$ cat src/hw/tbd_defs.vh
// constants shared by the trace bucket detector files
`ifndef TBD_DEFS_VH
`define TBD_DEFS_VH

// detector mode encodings
`define TBD_MODE_SAMPLE 2'h0
`define TBD_MODE_POSPEAK 2'h1
`define TBD_MODE_NEGPEAK 2'h2
`define TBD_MODE_NORMAL 2'h3

// trace point count limits
`define TBD_MIN_POINTS 16'h0001
`define TBD_MAX_POINTS 16'h9c41

// width of divider operands and step count
`define TBD_DIV_WIDTH 32
`define TBD_DIV_STEPS 6'h20

// buffer depth
`define TBD_BUF_DEPTH 2

`endif

$ cat src/hw/tbd_pair_buffer.v
// two-entry buffer with valid and ready on both sides
`timescale 1ns/1ps
`include "tbd_defs.vh"

module tbd_pair_buffer #(
    parameter W = 32
) (
    // clock and reset
    input wire clk,
    input wire rstSync_n,
    // filling side
    input wire inValid,
    input wire [W-1:0] inData,
    output wire inReady,
    // draining side
    output wire outValid,
    output wire [W-1:0] outData,
    input wire outReady
);

    reg [W-1:0] slot_ff [0:`TBD_BUF_DEPTH-1];
    reg wrPtr_ff;
    reg rdPtr_ff;
    reg [1:0] count_ff;
    wire push;
    wire pop;

    assign inReady = (count_ff != 2'h2);
    assign outValid = (count_ff != 2'h0);
    assign outData = slot_ff[rdPtr_ff];
    assign push = inValid && inReady;
    assign pop = outValid && outReady;

    always @(posedge clk or negedge rstSync_n) begin
        if (!rstSync_n) begin
            slot_ff[0] <= {W{1'b0}};
            slot_ff[1] <= {W{1'b0}};
            wrPtr_ff <= 1'b0;
            rdPtr_ff <= 1'b0;
            count_ff <= 2'h0;
        end else begin
            if (push) begin
                slot_ff[wrPtr_ff] <= inData;
                wrPtr_ff <= ~wrPtr_ff;
            end
            if (pop) begin
                rdPtr_ff <= ~rdPtr_ff;
            end
            if (push && !pop) begin
                count_ff <= count_ff + 2'h1;
            end else if (pop && !push) begin
                count_ff <= count_ff - 2'h1;
            end
        end
    end

endmodule // tbd_pair_buffer

$ cat src/hw/tbd_trace_bucket_detector.v
// trace bucket detector: reduces envelope samples to one trace point per bucket
// Function
// [RULE1] Bucket frequency width is the span divided by the point count minus one.
// [RULE2] Bucket time width in samples is the sweep length divided by the point count minus one.
// [RULE3] Any point count from 1 to 40001 is accepted per sweep.
// [RULE4] Sample mode outputs the sample at the bucket midpoint and drops the rest.
// [RULE5] Positive peak mode outputs the largest sample of the bucket.
// [RULE6] Negative peak mode outputs the smallest sample of the bucket.
// [RULE7] Normal mode tracks max and min and calls a bucket noise when it rose and fell.
// [RULE8] A noise bucket with an odd number outputs a maximum.
// [RULE9] A noise bucket with an even number outputs its minimum.
// [RULE10] A bucket that only rose or only fell outputs its maximum regardless of parity.
// [RULE11] An odd noise bucket outputs the greater of the previous and current peaks.
// [RULE12] An even bucket outputting its minimum keeps its maximum for the next bucket.
// [RULE13] Buckets are numbered from one each sweep and the kept peak clears at sweep start.
// [RULE14] Exactly one point is emitted per bucket, strobed after its last sample.
`timescale 1ns/1ps
`include "tbd_defs.vh"

module tbd_trace_bucket_detector #(
    parameter W = 16
) (
    // clock and reset
    input wire clk,
    input wire rst_n,
    // configuration, latched at sweep start
    input wire [1:0] detMode,
    input wire [15:0] pointCount,
    input wire [31:0] spanHz,
    input wire [31:0] sweepSamples,
    // sweep control and status
    input wire sweepStart,
    output wire sweepBusy,
    output wire sweepDone,
    output wire [31:0] bucketSpanHz,
    output wire [31:0] bucketSamples,
    // envelope sample stream
    input wire sampleValid,
    input wire [W-1:0] sampleData,
    output wire sampleReady,
    // trace point stream
    output wire pointValid,
    output wire [W-1:0] pointData,
    output wire [15:0] pointIndex,
    input wire pointReady
);

    localparam ST_IDLE = 2'h0;
    localparam ST_DIVSPAN = 2'h1;
    localparam ST_DIVTIME = 2'h2;
    localparam ST_RUN = 2'h3;

    reg rstMeta_ff;
    reg rstSync_ff;

    always @(posedge clk or negedge rst_n) begin
        if (!rst_n) begin
            rstMeta_ff <= 1'b0;
            rstSync_ff <= 1'b0;
        end else begin
            rstMeta_ff <= 1'b1;
            rstSync_ff <= rstMeta_ff;
        end
    end

    reg [1:0] state_ff, nxt_state;
    reg [1:0] mode_ff, nxt_mode;
    reg [15:0] pointTotal_ff, nxt_pointTotal;
    reg [15:0] divisor_ff, nxt_divisor;
    reg [31:0] sweepLen_ff, nxt_sweepLen;
    reg [5:0] divCnt_ff, nxt_divCnt;
    reg [16:0] divRem_ff, nxt_divRem;
    reg [31:0] divQ_ff, nxt_divQ;
    reg [31:0] spanQ_ff, nxt_spanQ;
    reg [31:0] bucketLen_ff, nxt_bucketLen;
    reg [31:0] sampCnt_ff, nxt_sampCnt;
    reg [15:0] bucketIdx_ff, nxt_bucketIdx;
    reg [W-1:0] maxV_ff, nxt_maxV;
    reg [W-1:0] minV_ff, nxt_minV;
    reg [W-1:0] midV_ff, nxt_midV;
    reg [W-1:0] prevV_ff, nxt_prevV;
    reg [W-1:0] savedPeak_ff, nxt_savedPeak;
    reg rose_ff, nxt_rose;
    reg fell_ff, nxt_fell;
    reg done_ff, nxt_done;

    // point result and buffer handshake
    reg [W-1:0] pointVal;
    reg pushPoint;
    wire bufInReady;

    // divider step
    reg [16:0] divTrial;
    reg [16:0] divDiff;

    // bucket statistics including the sample now taken
    reg [W-1:0] maxNow;
    reg [W-1:0] minNow;
    reg [W-1:0] midNow;
    reg roseNow;
    reg fellNow;
    reg firstSamp;
    reg lastSamp;
    reg [15:0] clampPts;
    wire take;

    assign take = (state_ff == ST_RUN) && sampleValid && bufInReady;
    assign sampleReady = (state_ff == ST_RUN) && bufInReady;
    assign sweepBusy = (state_ff != ST_IDLE);
    assign sweepDone = done_ff;
    assign bucketSpanHz = spanQ_ff;
    assign bucketSamples = bucketLen_ff;

    always @* begin
        divTrial = {divRem_ff[15:0], divQ_ff[31]};
        divDiff = divTrial - {1'b0, divisor_ff};
        firstSamp = (sampCnt_ff == 32'h0);
        lastSamp = (sampCnt_ff == bucketLen_ff - 32'h1);
        maxNow = (firstSamp || sampleData > maxV_ff) ? sampleData : maxV_ff;
        minNow = (firstSamp || sampleData < minV_ff) ? sampleData : minV_ff;
        // midpoint index is half the bucket length
        midNow = (sampCnt_ff == {1'b0, bucketLen_ff[31:1]}) ? sampleData : midV_ff; // see [RULE4]
        roseNow = !firstSamp && (rose_ff || sampleData > prevV_ff); // see [RULE7]
        fellNow = !firstSamp && (fell_ff || sampleData < prevV_ff); // see [RULE7]
        if (pointCount < `TBD_MIN_POINTS) begin
            clampPts = `TBD_MIN_POINTS;
        end else if (pointCount > `TBD_MAX_POINTS) begin
            clampPts = `TBD_MAX_POINTS;
        end else begin
            clampPts = pointCount; // see [RULE3]
        end
        case (mode_ff)
            `TBD_MODE_SAMPLE: pointVal = midNow; // see [RULE4]
            `TBD_MODE_POSPEAK: pointVal = maxNow; // see [RULE5]
            `TBD_MODE_NEGPEAK: pointVal = minNow; // see [RULE6]
            default: begin
                if (roseNow && fellNow) begin
                    if (bucketIdx_ff[0]) begin
                        // odd noise bucket: greater of kept and current peak
                        pointVal = (savedPeak_ff > maxNow) ? savedPeak_ff : maxNow; // see [RULE8] [RULE11]
                    end else begin
                        pointVal = minNow; // see [RULE9]
                    end
                end else begin
                    pointVal = maxNow; // see [RULE10]
                end
            end
        endcase
    end

    always @* begin
        nxt_state = state_ff;
        nxt_mode = mode_ff;
        nxt_pointTotal = pointTotal_ff;
        nxt_divisor = divisor_ff;
        nxt_sweepLen = sweepLen_ff;
        nxt_divCnt = divCnt_ff;
        nxt_divRem = divRem_ff;
        nxt_divQ = divQ_ff;
        nxt_spanQ = spanQ_ff;
        nxt_bucketLen = bucketLen_ff;
        nxt_sampCnt = sampCnt_ff;
        nxt_bucketIdx = bucketIdx_ff;
        nxt_maxV = maxV_ff;
        nxt_minV = minV_ff;
        nxt_midV = midV_ff;
        nxt_prevV = prevV_ff;
        nxt_savedPeak = savedPeak_ff;
        nxt_rose = rose_ff;
        nxt_fell = fell_ff;
        nxt_done = 1'b0;
        pushPoint = 1'b0;
        if (sweepStart) begin
            // latch settings and start the span division
            nxt_state = ST_DIVSPAN;
            nxt_mode = detMode;
            nxt_pointTotal = clampPts;
            // a single point makes the whole sweep one bucket
            nxt_divisor = (clampPts == 16'h1) ? 16'h1 : clampPts - 16'h1; // see [RULE1] [RULE2]
            nxt_sweepLen = sweepSamples;
            nxt_divCnt = `TBD_DIV_STEPS;
            nxt_divRem = 17'h0;
            nxt_divQ = spanHz;
            nxt_sampCnt = 32'h0;
            nxt_bucketIdx = 16'h1; // see [RULE13]
            nxt_savedPeak = {W{1'b0}}; // see [RULE13]
            nxt_rose = 1'b0;
            nxt_fell = 1'b0;
        end else begin
            case (state_ff)
                ST_IDLE: begin
                    nxt_state = ST_IDLE;
                end
                ST_DIVSPAN, ST_DIVTIME: begin
                    // restoring division, one quotient bit per cycle
                    if (divTrial >= {1'b0, divisor_ff}) begin
                        nxt_divRem = divDiff;
                        nxt_divQ = {divQ_ff[30:0], 1'b1};
                    end else begin
                        nxt_divRem = divTrial;
                        nxt_divQ = {divQ_ff[30:0], 1'b0};
                    end
                    nxt_divCnt = divCnt_ff - 6'h1;
                    if (divCnt_ff == 6'h1) begin
                        if (state_ff == ST_DIVSPAN) begin
                            nxt_spanQ = nxt_divQ; // see [RULE1]
                            nxt_state = ST_DIVTIME;
                            nxt_divCnt = `TBD_DIV_STEPS;
                            nxt_divRem = 17'h0;
                            nxt_divQ = sweepLen_ff;
                        end else begin
                            // a bucket holds at least one sample
                            nxt_bucketLen = (nxt_divQ == 32'h0) ? 32'h1 : nxt_divQ; // see [RULE2]
                            nxt_state = ST_RUN;
                        end
                    end
                end
                ST_RUN: begin
                    if (take) begin
                        nxt_maxV = maxNow;
                        nxt_minV = minNow;
                        nxt_midV = midNow;
                        nxt_prevV = sampleData;
                        nxt_rose = roseNow;
                        nxt_fell = fellNow;
                        nxt_sampCnt = sampCnt_ff + 32'h1;
                        if (lastSamp) begin
                            pushPoint = 1'b1; // see [RULE14]
                            // current peak becomes the previous one for the next bucket
                            nxt_savedPeak = maxNow; // see [RULE12]
                            nxt_sampCnt = 32'h0;
                            nxt_rose = 1'b0;
                            nxt_fell = 1'b0;
                            nxt_bucketIdx = bucketIdx_ff + 16'h1;
                            if (bucketIdx_ff == pointTotal_ff) begin
                                nxt_state = ST_IDLE;
                                nxt_done = 1'b1;
                            end
                        end
                    end
                end
                default: begin
                    nxt_state = ST_IDLE;
                end
            endcase
        end
    end

    always @(posedge clk or negedge rstSync_ff) begin
        if (!rstSync_ff) begin
            state_ff <= ST_IDLE;
            mode_ff <= `TBD_MODE_SAMPLE;
            pointTotal_ff <= `TBD_MIN_POINTS;
            divisor_ff <= 16'h1;
            sweepLen_ff <= 32'h0;
            divCnt_ff <= 6'h0;
            divRem_ff <= 17'h0;
            divQ_ff <= 32'h0;
            spanQ_ff <= 32'h0;
            bucketLen_ff <= 32'h1;
            sampCnt_ff <= 32'h0;
            bucketIdx_ff <= 16'h1;
            maxV_ff <= {W{1'b0}};
            minV_ff <= {W{1'b0}};
            midV_ff <= {W{1'b0}};
            prevV_ff <= {W{1'b0}};
            savedPeak_ff <= {W{1'b0}};
            rose_ff <= 1'b0;
            fell_ff <= 1'b0;
            done_ff <= 1'b0;
        end else begin
            state_ff <= nxt_state;
            mode_ff <= nxt_mode;
            pointTotal_ff <= nxt_pointTotal;
            divisor_ff <= nxt_divisor;
            sweepLen_ff <= nxt_sweepLen;
            divCnt_ff <= nxt_divCnt;
            divRem_ff <= nxt_divRem;
            divQ_ff <= nxt_divQ;
            spanQ_ff <= nxt_spanQ;
            bucketLen_ff <= nxt_bucketLen;
            sampCnt_ff <= nxt_sampCnt;
            bucketIdx_ff <= nxt_bucketIdx;
            maxV_ff <= nxt_maxV;
            minV_ff <= nxt_minV;
            midV_ff <= nxt_midV;
            prevV_ff <= nxt_prevV;
            savedPeak_ff <= nxt_savedPeak;
            rose_ff <= nxt_rose;
            fell_ff <= nxt_fell;
            done_ff <= nxt_done;
        end
    end

    // points wait here while the trace writer stalls
    tbd_pair_buffer #(
        .W(W + 16)
    ) pointBuf (
        .clk(clk),
        .rstSync_n(rstSync_ff),
        .inValid(pushPoint),
        .inData({bucketIdx_ff, pointVal}),
        .inReady(bufInReady),
        .outValid(pointValid),
        .outData({pointIndex, pointData}),
        .outReady(pointReady)
    );

endmodule // tbd_trace_bucket_detector

$ cat config.mk
export PLATFORM = sky130hd
export DESIGN_NAME = tbd_trace_bucket_detector
export DESIGN_NICKNAME = d
export VERILOG_FILES = /design/src/hw/tbd_pair_buffer.v /design/src/hw/tbd_trace_bucket_detector.v
export VERILOG_INCLUDE_DIRS = /design/src /design/src/hw
export SDC_FILE = /design/constraint.sdc
export NUM_CORES = 1
export LEC_CHECK = 0
export BUFFER_PORTS_ARGS = -buffer_cell sky130_fd_sc_hd__buf_4
export CORE_MARGIN = 1.5
export CORE_UTILIZATION = 62
export CTS_BUF_LIST = sky130_fd_sc_hd__clkbuf_4 sky130_fd_sc_hd__clkbuf_8
export CTS_CLUSTER_DIAMETER = 150
export DETAILED_ROUTE_END_ITERATION = 6
export GPL_TIMING_DRIVEN = 0
export PLACE_DENSITY = 0.92
export SLEW_MARGIN = 10
export SYNTH_ARGS = -nofsm -noshare
export SYNTH_HDL_FRONTEND = slang
export SYNTH_SLANG_ARGS = --single-unit
$ cat constraint.sdc
create_clock -name clk -period 16 [get_ports clk]
set_input_delay 2.4 -clock clk [delete_from_list [all_inputs] [get_ports clk]]
set_output_delay 2.4 -clock clk [all_outputs]
set_load 0.01 [all_outputs]
# ---- Word-level counts from Yosys, hierarchy flattened
# Index checks and enable logic that the tools add are counted.
dict set report totals {
  ff_bits 387
  out_inout_bits 100
  word_cells 174
}
dict set report op_classes {
  add_sub_neg 8
  n_lt_le_gt_ge 11
  n_eq_ne 15
  muxes 71
  n_bitwise 6
  n_reduce_logical 36
}
# op n
set op_table {}
lappend op_table {{2-to-1 mux 32 bit} 15}
lappend op_table {{2-to-1 mux 16 bit} 22}
lappend op_table {{bitwise mux 64 bit} 1}
lappend op_table {{zero test 32 bit} 2}
lappend op_table {{> comparator 16 bit} 3}
lappend op_table {{case mux 16 bit (3 select lines)} 1}
lappend op_table {{adder 32 x 1 -> 32 bit (second input constant)} 1}
lappend op_table {{demux 32 bit (select 1 bit)} 1}
lappend op_table {{== test 32 x 31 -> 1 bit} 1}
lappend op_table {{== test 32 bit} 1}
lappend op_table {{< comparator 16 bit} 2}
lappend op_table {{subtractor 32 x 1 -> 32 bit (second input constant)} 1}
lappend op_table {{2-to-1 mux 6 bit} 4}
lappend op_table {{2-to-1 mux 1 bit} 19}
lappend op_table {{>= comparator 17 x 16 -> 1 bit} 1}
lappend op_table {{adder 16 x 1 -> 16 bit (second input constant)} 1}
lappend op_table {{== test 16 x 1 -> 1 bit (second input constant)} 1}
lappend op_table {{== test 16 bit} 1}
lappend op_table {{> comparator 16 bit (second input constant)} 1}
lappend op_table {{< comparator 16 x 1 -> 1 bit (second input constant)} 1}
lappend op_table {{subtractor 16 x 1 -> 16 bit (second input constant)} 1}
lappend op_table {{subtractor 16 bit} 1}
lappend op_table {{2-to-1 mux 2 bit} 7}
lappend op_table {{nonzero test 2 bit} 7}
lappend op_table {{22 further kinds} 51}

# ---- Logic depth before layout (Yosys ltp)
# Gate-level depths: netlist of run 1.
dict set report logic_depth {
  ltp_word 11
  depth_mapped 20
  ltp_nobuf 18
}

# ---- Modules after synthesis
# A second synthesis of run 1 with hierarchy kept.
dict set report hier_totals {
  hier_cells 2355
  hier_area_um2 23072.1
}
# module instances cells_each area_each_um2 seq_area_each_um2
set by_module_without_submodules {}
lappend by_module_without_submodules {tbd_trace_bucket_detector 1 2166 19796.5 7987.7}
lappend by_module_without_submodules {tbd_pair_buffer 1 189 3275.6 1701.6}

# ---- Least setup slack after synthesis of run 1
# OpenSTA, ideal clock, no wires.
dict set report synth_timing {
  path_type {input to register}
  startpoint {input sampleData[15]}
  endpoint {register pointBuf.slot_ff[38] in the netlist's numbering}
  setup_ns 0.125
  arrival_ns 7.268
  required_ns 15.875
  path_slack_ns 8.607
  stages 19
  cell_sequence {ha_1 nand4_1 or3_1 a211oi_1 nor3_1 o22ai_1 clkbuf_1 mux2i_1 ha_1 a41oi_1 o21ai_0 a221oi_1 o21a_1 nor3b_1 clkbuf_1 a222oi_1 nor2_1 or4_1 mux2_2}
}
dict set report synth_via {
  elab_chain_cells 9
}
# element line
set synth_rtl {}
lappend synth_rtl {{start, declared} tbd_trace_bucket_detector.v:39} ;# input wire [W-1:0] sampleData,
lappend synth_rtl {{> comparator 16 bit} tbd_trace_bucket_detector.v:119} ;# maxNow = (firstSamp || sampleData > maxV_ff) ? sampleData : maxV_ff;
lappend synth_rtl {{logical OR 1 bit} tbd_trace_bucket_detector.v:119}
lappend synth_rtl {{2-to-1 mux 16 bit} tbd_trace_bucket_detector.v:119}
lappend synth_rtl {{> comparator 16 bit} tbd_trace_bucket_detector.v:140} ;# pointVal = (savedPeak_ff > maxNow) ? savedPeak_ff : maxNow;
lappend synth_rtl {{2-to-1 mux 16 bit} tbd_trace_bucket_detector.v:140}
lappend synth_rtl {{2-to-1 mux 16 bit} tbd_trace_bucket_detector.v:138} ;# if (bucketIdx_ff[0]) begin
lappend synth_rtl {{2-to-1 mux 16 bit} tbd_trace_bucket_detector.v:137} ;# if (roseNow && fellNow) begin
lappend synth_rtl {{case mux 16 bit (3 select lines) *} tbd_trace_bucket_detector.v:132} ;# case (mode_ff)
lappend synth_rtl {{bitwise mux 64 bit *} tbd_pair_buffer.v:43} ;# slot_ff[wrPtr_ff] <= inData;
lappend synth_rtl {{end signal, assigned by index} tbd_pair_buffer.v:43}
lappend synth_rtl {{end, declared} tbd_pair_buffer.v:21} ;# reg [W-1:0] slot_ff [0:`TBD_BUF_DEPTH-1];
# Mark *: on every way between the ends. The rest lies on a longest branch, timed or not.
# A chain may end at the register's enable or synchronous reset.

# ---- Final worst setup path of run 1
dict set report layout_timing {
  startpoint {input sampleData[15]}
  endpoint {register pointBuf.slot_ff[13] in the netlist's numbering}
}
# Same word-level chain as after synthesis.

==> impl.org, run 1 <==
** Critical path
- Data on the critical path arrives at its endpoint at 9.06 ns.
- Maximum fanout encountered on the critical timing path :: 10
- Critical path startpoint category :: input pin
- Series of cell instances along the critical path :: buf_4 > ha_1 > nand4_1 > or3_1 > a211oi_1 > nor3_1 > o22ai_1 > clkbuf_1 > mux2i_1 > ha_1 > a41oi_1 > o21ai_0 > a221oi_1 > o21a_1 > nor3b_1 > clkbuf_1 > a222oi_1 > nor2_1 > or4_1 > mux2_2
- Launch instance of the worst register-to-register path :: maxV_ff[14]
- Startpoint of the worst setup timing path :: sampleData[15]
- The slowest stage of the critical path is the o22ai_1 cell.
- Worst Setup Path Type :: input pin to flop
- The kind of cell with the highest combined delay along the critical path is compound AO/OA/AOI/OAI gates.
- The largest single stage delay on the critical path is 0.69 ns.
- STA classifies the critical path endpoint as a flop.
- The number of buffers and inverters on the critical path is 3.
- Data required time at the worst endpoint :: 16.51 ns

** Clock tree
- Post-CTS repair changed the size of 0 cells.
- CTS saw 387 sinks.
- The tree is rooted in a clkbuf_8.
- Maximum level of the CTS H-tree :: 3
- Clock Pin Slew Worst Setup and Hold Paths :: 0.06 ns
- The later pin in the worst-skew pair is clocked with a latency of 0.62 ns.
- # hold bufs at CTS :: 0
- CTS buffer count :: 66
- Count of buffers added by post-CTS timing repair for setup :: 0
- Maximum clock path buffer count :: 3
- TritonCTS clock tree :: done

** Die
- For this configuration, the core starts out at a cell density of 62.6%.
- From left edge to right edge, the die measures 192 µm.
- The die is 192 µm tall.
- IO Pins :: 203
- FP Rows :: 69
- The die covers 36900 µm².
- Floorplan Core Area :: 35400 µm²

** Placement
- Total of buffers placed on input and output ports :: 202
- Total placed instance area :: 24400 µm²
- After legalization and detailed placement, the total HPWL measured 49600 µm.
- The congestion estimate from routability-driven global placement came to 1.00.
- Worst Setup Slack post-DPL :: 7.01 ns

** Global routing
- Antenna violations before repair :: 1
- Overflow left after global routing :: 0
- Total GRT Usage :: 37.2%
- Via count of the first global-routing pass :: 19900
- Entering global routing, the biggest net connects 68 pins.
- The first global-routing pass estimated 107000 µm of wire.

** Route
- After detailed routing, the number of remaining DRC violations is 20.
- Post-detailed-routing wire length :: 67100 µm
- The detailed router finished its first iteration with 2566 violations.
- Final antenna-violating net count :: 0
- Dividing the detail-routed via count by the number of cells gives 6.42.
- Via count :: 19700
- Detailed-routing iteration count for the pre-antenna-repair pass :: 7
- WL per Instance :: 21.9 µm

** Cells and area
- Number of inserted diodes :: 0
- Most frequent standard cell in the layout excluding fill and tap cells :: dfrtp_1
- Final Cell Area :: 25800 µm²
- In the layout the commonest cells are dfrtp_1, nand2_1, mux2_2.
- The filler cells instantiated in the layout total 2401.
- From synthesis to final layout, the design area changed by 16.2%.
- At the end of the flow, the number of nets in the layout was 2757.
- The post-route netlist has 22.3% of its cells at a drive strength greater than 1.

** Synthesis
- Post-synth top area cell :: dfrtp_1
- Counting flops with an async set or reset pin after synthesis yields a share of 100%.
- Total number of yosys warnings :: 0
- Each instance of the synthesized netlist takes up on average 9.70 µm².
- After synthesis the netlist holds a flip-flop and latch count of 387.
- Counting flops with a built-in enable in the synthesized netlist gives 0.
- Biggest area contributors in the synthesized netlist :: dfrtp_1, mux2_2, nand2_1
- Synth Instances :: 2285
- Share of the yosys chip area belonging to registers :: 43.7%
- After synthesis, the largest area contributor takes up 43.3% of total cell area.
- Mapped cell area :: 22200 µm²
- Post-synth top flop :: dfrtp_1
- The netlist uses 80 different library cells.
- Synthesis produced a netlist with a net count of 2481.

** STA
- In this run the tightest slew margin relative to its limit is 15.8%.
- The count of final max-slew check failures was 0.
- Number of hold violations in the final report :: 0
- Setup violations remaining at the end of the flow were counted as 0.
- Achievable Freq :: 117 MHz
- Final cycle utilization of the critical path :: 53.5%
- Final total negative setup slack :: 0 ns
- RSZ-0062 raised after global routing :: no
- Hold Worst Slack :: 0.290 ns
- Worst Setup Slack, final :: 7.44 ns
- At the pin with the least slew margin, the transition time is 1.25 ns.
- Worst clock skew :: 0.0247 ns
- The clock period could shrink to 8.56 ns.

** Pwr
- Pwr Density :: 130 nW/µm²
- Leak Pwr :: 0.0125 µW
- Maximum vdd drop :: 0.132 mV

** Min path
- Class of the most critical hold timing path :: flop to asynchronous set/reset pin

** Outcome
- The final reports fail on design-rule violations.
- Outcome :: complete, but fails checks

** Flow run
- Max cap viols :: 0
==> synthesized netlist by cell type, types with 47 or more instances <==
cell type	instances
ha_1	92
nand2_1	317
clkbuf_1	109
xnor2_1	47
a21oi_1	65
xor2_1	88
nor2_1	155
a222oi_1	47
nor4_1	49
dfrtp_1	383
mux2_2	212
o21ai_0	126
nor3_1	52
inv_1	102
==> cell type report <==
| class | instances | area (µm²) | area share, % |
|---|---|---|---|
| tap | 461 | 577 | 2.24 |
| sequential | 387 | 9690 | 37.6 |
| buffer | 141 | 568 | 2.21 |
| clock inverter | 13 | 133 | 0.515 |
| multi-input combinational | 1655 | 11500 | 44.7 |
| clock buffer | 97 | 1210 | 4.70 |
| inverter | 102 | 383 | 1.49 |
| timing repair buffer | 208 | 1670 | 6.50 |
==> registers in the layout, summed over array words and instances, names as in the netlist, 6 cells and up <==
name / cells
pointTotal_ff: 16
divCnt_ff: 6
minV_ff: 16
bucketSamples: 32
sweepLen_ff: 32
bucketIdx_ff: 16
prevV_ff: 16
bucketSpanHz: 32
sampCnt_ff: 32
pointBuf.slot_ff: 64
divQ_ff: 32
maxV_ff: 16
divisor_ff: 16
savedPeak_ff: 16
divRem_ff: 16
midV_ff: 16
==> logic make-up after synthesis <==
kind of cell | count (synthesis) | share of synthesized area, %
and+or+nand+nor | 803 | 17.5
DFF | 387 | 43.7
AOI/OAI and AO/OA | 373 | 11.3
muxes | 250 | 12.5
buffers and inverters | 243 | 4.29
xor gates and xnor gates | 135 | 5.34
adders and majority gates | 93 | 5.29
other | 1 | 0.0169
==> final timing paths <==
path | to | slack [ns] | cells past startpoint
worst max-delay path | pointBuf.slot_ff[13] | 7.44 | 20
worst min-delay path | sweepLen_ff[7] | 0.29 | 0
worst max register to register | pointBuf.slot_ff[13] | 8.99 | 20
worst min register to register | sweepLen_ff[7] | 0.29 | 0
max in group asynchronous | midV_ff[6] | 14.24 | 3
min in group clk | rstSync_ff | 0.37 | 0
==> worst reg2reg max path: cells and delay by family, from the launching register on <==
kind	cells	cell delay, ns
flip-flops	1	0.38
buffers and inverters	3	1.02
AO/OA/AOI/OAI	7	2.33
multiplexers	2	0.89
AND/OR/NAND/NOR	6	1.63
adder cells (fa/ha/maj)	2	0.64
==> per-layer routing <==
layer  global-route usage [%]  share of wire [%]
met1                     48.1                 39
met5                        0              0.019
met2                     60.6                 47
met4                     18.5                4.8
met3                     6.38                8.9
==> through the flow <==
stage | power [µW] | std cells | util, %
after floorplan | 1990 | 2285 | -
after global placement | 2320 | 2948 | 68.5
after detailed placement | 2380 | 2954 | 69.0
after CTS | 3310 | 3064 | 72.8
after global routing | 3500 | 3064 | 72.8
final | 3340 | 3064 | 72.8
==> report_power, final <==
group / switching, µW / internal (µW)
Clock: 410 / 517
Sequential: 179 / 1140
Combinational: 630 / 461
No activity file was read; power rests on OpenSTA's default activity.
==> run 2: changes to the inputs <==
Settings changed: CORE_UTILIZATION 62 to 56, PLACE_DENSITY 0.92 to 0.88.
Clock period 16 ns to 7.3 ns, I/O delays scaled along.
==> impl.org, run 2 (synthesis gave the netlist of run 1 again) <==
** Route
- The detail route stage leaves a number of antenna-violating nets equal to 0.
- Via density :: 6.28
- The detailed router placed 19600 vias in this run.
- For this run, design rule violations remaining after detail routing come to 24.
- WL per Instance :: 21.6 µm
- Detailed-routing iteration count for the pre-antenna-repair pass :: 7
- The detailed router finished its first iteration with 2295 violations.
- Post-detailed-routing wire length :: 67300 µm

** Critical path
- Launch instance of the worst register-to-register path :: maxV_ff[13]
- Grouping stages by cell kind, the critical path spends the most delay in compound AO/OA/AOI/OAI gates.
- Crit path buffers/inverters :: 3
- Slowest-stage cell, CP :: clkbuf_1
- Maximum fanout encountered on the critical timing path :: 10
- For this run, the slowest stage of the critical path takes 0.64 ns.
- STA classifies the critical path endpoint as a flop.
- For the worst setup path, the data required time is 7.85 ns.
- The most critical setup path has its startpoint at sampleData[15].
- Worst Setup Path Type :: input pin to flop
- FF-to-FF setup slack :: 0.65 ns
- Critical path startpoint category :: input pin
- The number of cells on the worst reg-to-reg path is 20.
- The signal on the critical path passes through buf_4 > ha_1 > nand4_1 > or3_1 > a211oi_1 > nor3_1 > o22ai_2 > clkbuf_1 > mux2i_1 > ha_1 > a41oi_1 > o21ai_0 > a221oi_1 > o21a_1 > nor3b_1 > clkbuf_1 > a222oi_1 > nor2_1 > or4_1 > mux2_2.
- End of the worst register-to-register path :: pointBuf.slot_ff[46]
- In this run the number of cells on the critical path is 20.
- WP data arrival :: 7.39 ns

** Clock tree
- Clock-pin slew was measured on the worst setup and hold paths at 0.06 ns.
- Clock latency of the later-clocked register in the worst-skew pair :: 0.73 ns
- Gates resized during post-CTS repair numbered 0.
- The clock drives 387 sinks.
- CTS root buf :: clkbuf_8
- In this run, post-CTS hold repair placed 0 buffers.
- Maximum clock path buffer count :: 3
- Maximum level of the CTS H-tree :: 2
- TritonCTS created 61 clock buffers.
- Count of buffers added by post-CTS timing repair for setup :: 0
- TritonCTS clock tree :: done

** STA
- Number of hold violations in the final report :: 0
- Final cycle utilization of the critical path :: 93.7%
- The worst pin sits at a relative slew slack of 24.7%.
- For this run, the top clock speed supported by timing is 146 MHz.
- For the pin with the worst max-slew slack, the measured transition is 1.12 ns.
- Setup violators final :: 0
- RSZ-0062 raised after global routing :: no
- Worst Setup Slack, final :: 0.459 ns
- Worst clock skew :: 0.0679 ns
- The count of final max-slew check failures is 0.
- Clock period minus final worst setup slack :: 6.84 ns

** Global routing
- Maximum number of pins on one net before global-route repair :: 68
- Overflow left after global routing :: 0
- Total GRT Usage :: 32.9%
- Antenna violations before repair :: 1
- The number of global-route vias before repair came to 19900.
- The first global-routing pass estimated 107000 µm of wire.

** Die
- Die width :: 202 µm
- Floorplan Core Area :: 38800 µm²
- Initial cell density of the core :: 57.1%
- The floorplan step defined a die boundary enclosing 40800 µm².
- Die extent in y :: 202 µm
- IO Pins :: 203
- FP Rows :: 72

** Cells and area
- Net count of the finished layout :: 2752
- Area used by sequential logic in the layout :: 9690 µm²
- Multi-input combinational cell area :: 11500 µm²
- Layout cell share with drive strength beyond 1 :: 22.4%
- The area growth from synthesis to layout is 16.7%.
- Most flop-heavy register :: pointBuf.slot_ff
- In the layout the commonest cells are dfrtp_1, nand2_1, mux2_2.
- The library cell used most frequently in the layout, excluding fill and tap cells, is dfrtp_1.
- Counting the fill cells in the layout gives 2861.
- Max FFs per register :: 64
- Count of placed standard cells in the final layout, fillers left out :: 3122

** Min path
- The path class of the tightest hold or removal check is input pin to asynchronous set/reset pin.

** Pwr
- Internal power comes to 4630 µW.
- Part of the power in registers :: 39.5%
- Maximum vdd drop :: 0.230 mV
- Net switching is 36.9% of the power.
- Switching power :: 2700 µW
- Combinational cells account for 32.9% of the total power.
- Leak Pwr :: 0.0125 µW
- Proportion of power drawn by the clock network :: 27.6%
- Pwr Density :: 284 nW/µm²

** Placement
- Weighted congestion at the end of routability-driven global placement :: 1.02
- Placed cell count :: 3011
- Worst Setup Slack post-DPL :: -0.247 ns
- Detailed placement HPWL :: 49900 µm
- Total of buffers placed on input and output ports :: 202

** Outcome
- Outcome :: complete, but fails checks
- Violated checks :: design-rule violations

** Flow run
- Max cap viols :: 0
-- run 2: how the worst max path moves through the flow --
| stage | endpoint | slack [ns] |
|---|---|---|
| after global routing | pointBuf.slot_ff[46] | 0.19 |
| final | pointBuf.slot_ff[46] | 0.46 |
| after CTS | pointBuf.slot_ff[46] | 0.45 |
| after floorplan | bucketIdx_ff[10] | 0.99 |
| after detailed placement | pointBuf.slot_ff[46] | -0.25 |
| after global placement | prevV_ff[9] | -1.03 |
-- run 2: layout make-up --
class / instances / share of cell area [%]
Multi-Input combinational cell: 1655 / 44.6
Sequential cell: 387 / 37.5
Timing Repair Buffer: 208 / 6.51
Clock buffer: 100 / 4.82
Tap cell: 518 / 2.51
Buffer: 141 / 2.20
Inverter: 102 / 1.48
Clock inverter: 10 / 0.402
Antenna cell: 1 / 0.00968
-- run 2: power groups by stage --
stage          clock network, µW  logic, µW  registers (µW)
4_1_cts                     2040       2370            2880
2_1_floorplan                  0       1530            2840
3_3_place_gp                   0       2160            2920
6_report                    2020       2410            2900
5_1_grt                     2130       2620            2930
3_5_place_dp                   0       2340            2900
-- run 2: per-stage QoR --
stage	TNS, ns	util (%)	cell area [µm²]	hold WS, ns	total power, µW
6_report	0	66.6	25800	0.142	7330
5_1_grt	0	66.6	25800	0.132	7680
4_1_cts	0	66.5	25800	0.122	7280
3_5_place_dp	-2.63	63.1	24500	0.350	5250
3_3_place_gp	-376.11	62.6	24300	0.336	5080
2_1_floorplan	0	-	22200	0.331	4370
-- run 2: routing by layer --
layer,vias up,track usage (%),part of all wire [%]
met5,-,0,0
met4,0,16.7,5.0
met3,257,7.13,9.3
met2,1109,53.3,48
met1,9550,41.5,38
li1,8700,-,-
